### src/common/indicate_pkg.sv
// Purpose: Shared constants and types for the indicate encoder and its FIFO.
// Assumes: One byte clock domain; symbols arrive already decoded as 4-bit nibbles.
// Notes: Control symbol codes and line-state codes are fixed here for the whole design.
`default_nettype none

package indicate_pkg;

  // ----------------------------------------------------------------------
  // Widths and buffering.
  // ----------------------------------------------------------------------
  localparam int NIB_W = 4;
  localparam int BYTE_W = 8;
  localparam int LS_W = 3;
  localparam int FIFO_W = BYTE_W + 1;
  localparam int FIFO_DEPTH = 8;
  localparam int CNT_W = 4;
  localparam logic [CNT_W-1:0] FIFO_ROOM_LIMIT = 4'h6;

  // ----------------------------------------------------------------------
  // Control symbol codes carried on the data nibble when the control bit is set.
  // ----------------------------------------------------------------------
  localparam logic [NIB_W-1:0] SYM_QUIET = 4'h0;
  localparam logic [NIB_W-1:0] SYM_HALT = 4'h1;
  localparam logic [NIB_W-1:0] SYM_IDLE = 4'h2;
  localparam logic [NIB_W-1:0] SYM_J = 4'h3;
  localparam logic [NIB_W-1:0] SYM_K = 4'h4;
  localparam logic [NIB_W-1:0] SYM_T = 4'h5;
  localparam logic [NIB_W-1:0] SYM_R = 4'h6;
  localparam logic [NIB_W-1:0] SYM_S = 4'h7;
  localparam logic [NIB_W-1:0] SYM_VIOL = 4'h8;

  // ----------------------------------------------------------------------
  // Line-state codes used on the detector input and in the receive state field.
  // ----------------------------------------------------------------------
  localparam logic [LS_W-1:0] LSC_QUIET = 3'h0;
  localparam logic [LS_W-1:0] LSC_HALT = 3'h1;
  localparam logic [LS_W-1:0] LSC_MASTER = 3'h2;
  localparam logic [LS_W-1:0] LSC_IDLE = 3'h3;
  localparam logic [LS_W-1:0] LSC_NOISE = 3'h4;
  localparam logic [LS_W-1:0] LSC_ACTIVE = 3'h5;
  localparam logic [LS_W-1:0] LSC_UNKNOWN = 3'h6;

  // ----------------------------------------------------------------------
  // Indicate code layout.
  // ----------------------------------------------------------------------
  localparam int KNOWN_BIT = 3;
  localparam logic [NIB_W-1:0] ZERO_NIB = 4'h0;
  localparam logic [NIB_W-1:0] LS_MARK = 4'h0;
  localparam logic [NIB_W-1:0] PHY_INVALID_FIELD = 4'h3;
  localparam logic [NIB_W-1:0] IDLE_KNOWN_FIELD = 4'hB;
  localparam logic [NIB_W-1:0] IDLE_UNKNOWN_FIELD = 4'h3;

  typedef enum logic [2:0] {
    ACTIVE_LINE_STATE,
    IDLE_LINE_STATE,
    HALT_LINE_STATE,
    QUIET_LINE_STATE,
    MASTER_LINE_STATE,
    NOISE_LINE_STATE,
    UNKNOWN_LINE_STATE
  } line_state_t;

endpackage : indicate_pkg

`default_nettype wire

### src/core/indicate_fifo.sv
// Purpose: Synchronous FIFO with valid and ready on both sides.
// Assumes: Single clock, synchronous active-low reset.
// Notes: The fill count is exported so the producer can stall ahead of time.
`default_nettype none

module indicate_fifo #(
  parameter int WIDTH = 9,
  parameter int DEPTH = 8,
  parameter int CW = 4
) (
  input wire logic CLK,
  input wire logic RESET_N,
  input wire logic in_valid,
  output logic in_ready,
  input wire logic [WIDTH-1:0] in_data,
  output logic out_valid,
  input wire logic out_ready,
  output logic [WIDTH-1:0] out_data,
  output logic [CW-1:0] count
);

  localparam int AW = $clog2(DEPTH);
  localparam logic [CW-1:0] FULL_CNT = CW'(DEPTH);

  logic [WIDTH-1:0] mem_q [DEPTH];
  logic [AW-1:0] wr_q, wr_d, rd_q, rd_d;
  logic [CW-1:0] cnt_q, cnt_d;
  logic push, pop;

  // ----------------------------------------------------------------------
  // Pointer and count update.
  // ----------------------------------------------------------------------
  assign in_ready = (cnt_q != FULL_CNT);
  assign out_valid = (cnt_q != '0);
  assign out_data = mem_q[rd_q];
  assign count = cnt_q;
  assign push = in_valid && in_ready;
  assign pop = out_valid && out_ready;

  always_comb begin
    wr_d = push ? AW'(wr_q + 1'b1) : wr_q;
    rd_d = pop ? AW'(rd_q + 1'b1) : rd_q;
    cnt_d = cnt_q;
    if (push && !pop) begin
      cnt_d = CW'(cnt_q + 1'b1);
    end else if (pop && !push) begin
      cnt_d = CW'(cnt_q - 1'b1);
    end
  end

  always_ff @(posedge CLK) begin
    if (!RESET_N) begin
      wr_q <= '0;
      rd_q <= '0;
      cnt_q <= '0;
    end else begin
      wr_q <= wr_d;
      rd_q <= rd_d;
      cnt_q <= cnt_d;
    end
  end

  always_ff @(posedge CLK) begin
    if (push) begin
      mem_q[wr_q] <= in_data;
    end
  end

endmodule : indicate_fifo

`default_nettype wire

### src/core/phy_mac_indicate_encoder.sv
// Purpose: Turns decoded receive symbol pairs into byte-wide indicate codes for the MAC.
// Assumes: Symbol pairs and line-state reports come from logic on CLK.
// Notes: An 8-word FIFO sits between the encoder and the indicate output registers.
`default_nettype none

// Summary of operation
// - Every indicate byte carries data, control or line state.
// - Active state forwards every data and control pair.
// - Mixed pair zeroes data nibble, flags byte control.
// - Starting delimiter pair switches line state to active.
// - Idle state with non-idle symbol sends unknown idle.
// - Idle state with two idles sends known idle.
// - Known flag in bit three, state below it.
// - Invalid condition codes 0011, known idle codes 1011.
// - Known flag set only when symbols match state.
// - Other states send known code on matching symbols.
// - Other states send unknown code on mismatching symbols.
// - Invalid condition in halt, quiet, master, noise, some unknown.
module phy_mac_indicate_encoder
  import indicate_pkg::*;
(
  input wire logic CLK,
  input wire logic RESET_N,
  input wire logic SYM_VALID,
  output logic SYM_READY,
  input wire logic SYM1_CTRL,
  input wire logic [NIB_W-1:0] SYM1_DATA,
  input wire logic SYM2_CTRL,
  input wire logic [NIB_W-1:0] SYM2_DATA,
  input wire logic LS_STROBE,
  input wire logic [LS_W-1:0] LS_CODE,
  output logic IND_VALID,
  input wire logic IND_READY,
  output logic IND_CTRL,
  output logic [BYTE_W-1:0] IND_DATA,
  output logic [LS_W-1:0] LINE_STATE,
  output logic PHY_INVALID
);

  // ----------------------------------------------------------------------
  // Symbol decoding helpers.
  // ----------------------------------------------------------------------
  function automatic logic is_sym(input logic c, input logic [NIB_W-1:0] d,
                                  input logic [NIB_W-1:0] code);
    return c && (d == code);
  endfunction

  function automatic line_state_t code_to_state(input logic [LS_W-1:0] code);
    line_state_t s;
    s = UNKNOWN_LINE_STATE;
    case (code)
      LSC_ACTIVE: s = ACTIVE_LINE_STATE;
      LSC_IDLE: s = IDLE_LINE_STATE;
      LSC_HALT: s = HALT_LINE_STATE;
      LSC_QUIET: s = QUIET_LINE_STATE;
      LSC_MASTER: s = MASTER_LINE_STATE;
      LSC_NOISE: s = NOISE_LINE_STATE;
      default: s = UNKNOWN_LINE_STATE;
    endcase
    return s;
  endfunction

  function automatic logic [LS_W-1:0] state_to_code(input line_state_t s);
    logic [LS_W-1:0] c;
    c = LSC_UNKNOWN;
    unique case (s)
      ACTIVE_LINE_STATE: c = LSC_ACTIVE;
      IDLE_LINE_STATE: c = LSC_IDLE;
      HALT_LINE_STATE: c = LSC_HALT;
      QUIET_LINE_STATE: c = LSC_QUIET;
      MASTER_LINE_STATE: c = LSC_MASTER;
      NOISE_LINE_STATE: c = LSC_NOISE;
      UNKNOWN_LINE_STATE: c = LSC_UNKNOWN;
    endcase
    return c;
  endfunction

  // ----------------------------------------------------------------------
  // Line state tracking.
  // ----------------------------------------------------------------------
  line_state_t ls_q, ls_d, prev_ls_q, prev_ls_d;
  logic sym_take, jk_pair, both_idle, both_halt, both_quiet, hq_pair;
  logic fifo_in_ready;

  assign sym_take = SYM_VALID && SYM_READY && fifo_in_ready;
  assign jk_pair = is_sym(SYM1_CTRL, SYM1_DATA, SYM_J) && is_sym(SYM2_CTRL, SYM2_DATA, SYM_K);
  assign both_idle = is_sym(SYM1_CTRL, SYM1_DATA, SYM_IDLE)
                     && is_sym(SYM2_CTRL, SYM2_DATA, SYM_IDLE);
  assign both_halt = is_sym(SYM1_CTRL, SYM1_DATA, SYM_HALT)
                     && is_sym(SYM2_CTRL, SYM2_DATA, SYM_HALT);
  assign both_quiet = is_sym(SYM1_CTRL, SYM1_DATA, SYM_QUIET)
                      && is_sym(SYM2_CTRL, SYM2_DATA, SYM_QUIET);
  assign hq_pair = (is_sym(SYM1_CTRL, SYM1_DATA, SYM_HALT)
                    && is_sym(SYM2_CTRL, SYM2_DATA, SYM_QUIET))
                   || (is_sym(SYM1_CTRL, SYM1_DATA, SYM_QUIET)
                    && is_sym(SYM2_CTRL, SYM2_DATA, SYM_HALT));

  always_comb begin
    ls_d = ls_q;
    prev_ls_d = prev_ls_q;
    if (sym_take && jk_pair) begin
      ls_d = ACTIVE_LINE_STATE;
    end else if (LS_STROBE) begin
      ls_d = code_to_state(LS_CODE);
    end
    if (ls_d != ls_q) begin
      prev_ls_d = ls_q;
    end
  end

  always_ff @(posedge CLK) begin
    if (!RESET_N) begin
      ls_q <= QUIET_LINE_STATE;
      prev_ls_q <= QUIET_LINE_STATE;
    end else begin
      ls_q <= ls_d;
      prev_ls_q <= prev_ls_d;
    end
  end

  // ----------------------------------------------------------------------
  // Indicate code encoding.
  // ----------------------------------------------------------------------
  logic phy_inv, match, mixed;
  logic enc_ctrl;
  logic [BYTE_W-1:0] enc_data;

  always_comb begin
    phy_inv = (ls_q == HALT_LINE_STATE) || (ls_q == QUIET_LINE_STATE)
              || (ls_q == MASTER_LINE_STATE) || (ls_q == NOISE_LINE_STATE)
              || ((ls_q == UNKNOWN_LINE_STATE) && ((prev_ls_q == ACTIVE_LINE_STATE)
              || (prev_ls_q == IDLE_LINE_STATE)));
    match = 1'b0;
    unique case (ls_q)
      HALT_LINE_STATE: match = both_halt;
      QUIET_LINE_STATE: match = both_quiet;
      MASTER_LINE_STATE: match = hq_pair;
      IDLE_LINE_STATE: match = both_idle;
      default: match = 1'b0;
    endcase
    mixed = SYM1_CTRL ^ SYM2_CTRL;
    enc_ctrl = 1'b1;
    enc_data = '0;
    unique case (ls_q)
      ACTIVE_LINE_STATE: begin
        enc_ctrl = SYM1_CTRL || SYM2_CTRL;
        enc_data = {(mixed && !SYM1_CTRL) ? ZERO_NIB : SYM1_DATA,
                    (mixed && !SYM2_CTRL) ? ZERO_NIB : SYM2_DATA};
      end
      IDLE_LINE_STATE: begin
        enc_data = {LS_MARK, both_idle ? IDLE_KNOWN_FIELD : IDLE_UNKNOWN_FIELD};
      end
      default: begin
        if (phy_inv && !match) begin
          enc_data = {LS_MARK, PHY_INVALID_FIELD};
        end else begin
          enc_data = {LS_MARK, match, state_to_code(ls_q)};
        end
      end
    endcase
  end

  // ----------------------------------------------------------------------
  // Buffering and output registers.
  // ----------------------------------------------------------------------
  logic fifo_out_valid, out_load;
  logic [FIFO_W-1:0] fifo_out_data;
  logic [CNT_W-1:0] fifo_count;
  logic sym_ready_q, sym_ready_d, ind_valid_q, ind_valid_d, ind_ctrl_q, ind_ctrl_d;
  logic phy_inv_q;
  logic [BYTE_W-1:0] ind_data_q, ind_data_d;
  logic [LS_W-1:0] ls_out_q;

  indicate_fifo #(
    .WIDTH(FIFO_W),
    .DEPTH(FIFO_DEPTH),
    .CW(CNT_W)
  ) u_fifo (
    .CLK(CLK),
    .RESET_N(RESET_N),
    .in_valid(SYM_VALID && SYM_READY),
    .in_ready(fifo_in_ready),
    .in_data({enc_ctrl, enc_data}),
    .out_valid(fifo_out_valid),
    .out_ready(out_load),
    .out_data(fifo_out_data),
    .count(fifo_count)
  );

  assign out_load = !ind_valid_q || IND_READY;

  always_comb begin
    sym_ready_d = (fifo_count <= FIFO_ROOM_LIMIT);
    ind_valid_d = ind_valid_q;
    ind_ctrl_d = ind_ctrl_q;
    ind_data_d = ind_data_q;
    if (out_load) begin
      ind_valid_d = fifo_out_valid;
      if (fifo_out_valid) begin
        ind_ctrl_d = fifo_out_data[BYTE_W];
        ind_data_d = fifo_out_data[BYTE_W-1:0];
      end
    end
  end

  always_ff @(posedge CLK) begin
    if (!RESET_N) begin
      sym_ready_q <= 1'b0;
      ind_valid_q <= 1'b0;
      ind_ctrl_q <= 1'b0;
      ind_data_q <= '0;
      ls_out_q <= LSC_QUIET;
      phy_inv_q <= 1'b0;
    end else begin
      sym_ready_q <= sym_ready_d;
      ind_valid_q <= ind_valid_d;
      ind_ctrl_q <= ind_ctrl_d;
      ind_data_q <= ind_data_d;
      ls_out_q <= state_to_code(ls_d);
      phy_inv_q <= phy_inv;
    end
  end

  assign SYM_READY = sym_ready_q;
  assign IND_VALID = ind_valid_q;
  assign IND_CTRL = ind_ctrl_q;
  assign IND_DATA = ind_data_q;
  assign LINE_STATE = ls_out_q;
  assign PHY_INVALID = phy_inv_q;
endmodule : phy_mac_indicate_encoder

`default_nettype wire

### config.mk
export PLATFORM = sky130hd
export DESIGN_NAME = phy_mac_indicate_encoder
export DESIGN_NICKNAME = d
export VERILOG_FILES = /design/src/common/indicate_pkg.sv /design/src/core/indicate_fifo.sv /design/src/core/phy_mac_indicate_encoder.sv
export SDC_FILE = /design/constraint.sdc
export NUM_CORES = 1
export LEC_CHECK = 0
export BUFFER_PORTS_ARGS = -buffer_cell sky130_fd_sc_hd__buf_2
export CAP_MARGIN = 20
export CORE_MARGIN = 2
export CORE_UTILIZATION = 50
export DETAILED_ROUTE_END_ITERATION = 12
export GPL_TIMING_DRIVEN = 0
export PLACE_DENSITY = 0.75
export SYNTH_ARGS = -nofsm -noshare
export SYNTH_HDL_FRONTEND = slang
export SYNTH_SLANG_ARGS = --single-unit
### constraint.sdc
create_clock -name CLK -period 8.6 [get_ports CLK]
set_input_delay 2.58 -clock CLK [delete_from_list [all_inputs] [get_ports CLK]]
set_output_delay 2.58 -clock CLK [all_outputs]
set_load 0.05 [all_outputs]
==> results.toml <==
[die]
io_pins = 33
die-area_mm2 = 0.00975
die-width_um = 98.7
floorplan.rows = 34
core_area_mm2 = 0.00872
start_util_pct = 51.4
die_height_um = 98.7

[clock_tree]
post_cts.repair.setup_buffers = 0
postCtsResizedCells = 0
clk_transition_reported_paths_ns = 0.09
cts-root-buf = "sky130_fd_sc_hd__clkbuf_8"
htreeDepth = 3
clk_path_buf_depth = 2
insertion_delay_ns = 0.37
clock-sinks = 102
numCtsBuffers = 9
cts.hold.buffers_added = 0
cts_tree = "done"

[route]
detail_route.vias_per_cell = 5.76
firstDrtPassIters = 5
dr_total_vias = 2749
ant_nets = 0
avgRoutedWirePerCell_um = 17.8
initialDrtViolationCount = 172
totalWireLength_mm = 8.48
post_detailed_route_drc_marker_count = 0

[grt]
grt_pass1_wl_mm = 13.7
global_route_usage_over_all_layers_pct = 18.6
largest_net_degree_at_the_start_of_global_routing = 20
grt_pass1_vias = 2651
grt.overflow.total = 0
grt_most_used_layer = "met2"
grt.met1_usage_pct = 23.9
grt_util_met3_pct = 3.12
antenna_found_initial = 0
grtUsageMet2_pct = 31.2

[logic_synthesis]
syn-cell-area_mm2 = 0.00449
syn-instance-count = 323
netlist-cell-type-count = 60
synth.area.top_cells = "sky130_fd_sc_hd__edfxtp_1 (48%), sky130_fd_sc_hd__dfxtp_1 (13%), sky130_fd_sc_hd__mux4_2 (9.0%)"
avgSynthCellArea_um2 = 13.9
synth_enable_flop_cells = 72
ys_ff_latch = 102
leading_register_cell_type_out_of_synthesis = "sky130_fd_sc_hd__edfxtp_1"
sequential_fraction_of_the_synthesis_area_pct = 61.6
synth_area_leader_cell = "sky130_fd_sc_hd__edfxtp_1"
synth_async_sr_flop_share_pct = 0
yosys_warnings = 0
post-synth-top-area-fraction_pct = 48.2
mappedNetlistNets = 347

[pwr]
static_leak_nw = 1.76
total_power_per_unit_cell_area_mw_per_mm2 = 266
irDropWorstVdd_mv = 0.0954

[sta]
max_freq_ghz = 0.210
timing.final.crit_share_pct = 55.4
drv_slew = 0
fin_setup_tns_ns = 0
setup_repair_after_global_routing_missed_its_margin = "no"
min_cycle_time_layout_ns = 4.76
final_worst_clock_skew_ns = 0.0145
timing_worst_slew_pin_value_ns = 1.06
timing.final.setup_violations = 0
relSlewSlack_pct = 29.0
finalHoldViolCount = 0

[cells_and_area]
postLayoutCoreUtil_pct = 57.1
share_of_cells_above_drive_strength_1_pct = 23.8
most-common-layout-cells = "sky130_fd_sc_hd__edfxtp_1 (72), sky130_fd_sc_hd__buf_2 (35), sky130_fd_sc_hd__dfxtp_1 (30), sky130_fd_sc_hd__nor2_1 (25), sky130_fd_sc_hd__mux4_2 (18)"
antenna_cells = 0
finalNetCount = 388
layout.area.seq_mm2 = 0.00276
syn_to_final_growth_pct = 11.1
fill_cells = 692
layout.cells.most_common = "sky130_fd_sc_hd__edfxtp_1"
multiInputGateArea_mm2 = 0.00162

[worst_setup_path]
crit-reg2reg-capture = "u_fifo.count[3]$_SDFFE_PN0P_"
r2r.worst_path.cells = 12
timing_worst_setup_path_type = "primary input to flop"
timing.reg2reg.setup_slack_ns = 5.63
worst_setup_path_start_kind = "primary input"
reg2reg_from = "u_fifo.count[0]$_SDFFE_PN0P_"
timing.critical_path.required_ns = 8.90
end_kind = "flop"
timing.critical_path.arrival_ns = 5.06
cp_max_fo = 10

[worst_hold_path]
whs_path_depth = 2
timing.hold.worst.class = "flop to flop"
min-delay-start = "IND_VALID$_SDFFE_PN0N_"
worstHoldEndpoint = "IND_VALID$_SDFFE_PN0N_"

[placed_design]
gp_congestion = 0.827
dpl_wire_length_mm = 5.81
port-buffer-count = 30

[run_status]
status = "complete, no violations"

[flow_run]
max_cap_viol_count = 0
cell usage after synthesis, drive strengths merged, types with 6 or more instances:
cell type  count
nor3          12
edfxtp        72
xor2           6
mux4          18
mux2i         12
inv           10
nor2          25
clkbuf         6
xnor2          6
o21ai          9
buf           11
a211oi         9
nand2         17
a21oi         14
dfxtp         30
kinds of logic (layout without fill, tap and decap cells):
logic type / count (synthesis) / count (layout) / synth area share (%)
buf+inv: 28 / 74 / 2.90
flops: 102 / 102 / 61.6
fa+ha+maj: 6 / 6 / 1.84
mux: 30 / 30 / 11.7
xor+xnor: 12 / 12 / 2.34
compound gates: 54 / 54 / 8.62
simple gates: 91 / 91 / 11.0
state kept, by name (all words and copies together), names as in the netlist:
name	count
u_fifo.mem_q	72
prev_ls_q	2
PHY_INVALID	1
IND_VALID	1
u_fifo.rd_q	3
LINE_STATE	3
SYM_READY	1
u_fifo.wr_q	3
u_fifo.count	4
ls_q	3
IND_CTRL	1
IND_DATA	8
power by group:
part	internal [mW]	switching [mW]	total, mW
Sequential	0.572	0.0279	0.600
Combinational	0.169	0.277	0.445
Clock	0.110	0.171	0.281
worst max path at each step:
stage,endpoint,start,slack [ns],depth (start not counted)
finish,u_fifo.count[3]$_SDFFE_PN0P_,IND_READY,3.84,13
global route,u_fifo.count[3]$_SDFFE_PN0P_,IND_READY,3.53,13
CTS,u_fifo.count[3]$_SDFFE_PN0P_,IND_READY,3.82,13
detailed placement,u_fifo.count[3]$_SDFFE_PN0P_,IND_READY,3.44,13
global placement,u_fifo.count[3]$_SDFFE_PN0P_,IND_READY,3.49,13
floorplan,u_fifo.count[3]$_SDFFE_PN0P_,IND_READY,3.90,12
per-stage QoR:
stage	cells	area, um^2	worst slack, ns	hold WS [ns]	total power, mW
CTS	477	4980	3.82	0.497	1.34
global route	477	4980	3.53	0.527	1.40
detailed placement	461	4800	3.44	0.483	1.06
global placement	461	4770	3.49	0.471	1.05
floorplan	323	4490	3.90	0.455	0.961
finish	477	4980	3.84	0.493	1.33
critical path: stages:
cell	delay, ns
sky130_fd_sc_hd__buf_2	0.07
sky130_fd_sc_hd__nand2b_1	0.10
sky130_fd_sc_hd__nor2b_1	0.27
sky130_fd_sc_hd__clkbuf_1	0.47
sky130_fd_sc_hd__inv_1	0.10
sky130_fd_sc_hd__ha_1	0.23
sky130_fd_sc_hd__inv_1	0.12
sky130_fd_sc_hd__ha_1	0.25
sky130_fd_sc_hd__a21o_1	0.18
sky130_fd_sc_hd__a21oi_1	0.17
sky130_fd_sc_hd__xnor2_1	0.09
sky130_fd_sc_hd__or3_1	0.30
sky130_fd_sc_hd__a21oi_1	0.14
area by class of cell:
type	count	area share, %
well taps	108	2.71
flip-flops and latches	102	55.4
multi-input cells	193	32.6
clock buffers	10	2.56
repair buffers	30	3.01
clock inverters	6	1.08
plain buffers	17	1.78
inverters	11	0.829
routing by layer:
| metal | vias up | wire, um |
|---|---|---|
| met5 | - | 0 |
| met4 | 0 | 144 |
| met3 | 11 | 384 |
| met2 | 83 | 4220 |
| met1 | 1341 | 3730 |
| li1 | 1314 | - |
Note: power is estimated with default switching activity, not from simulation.
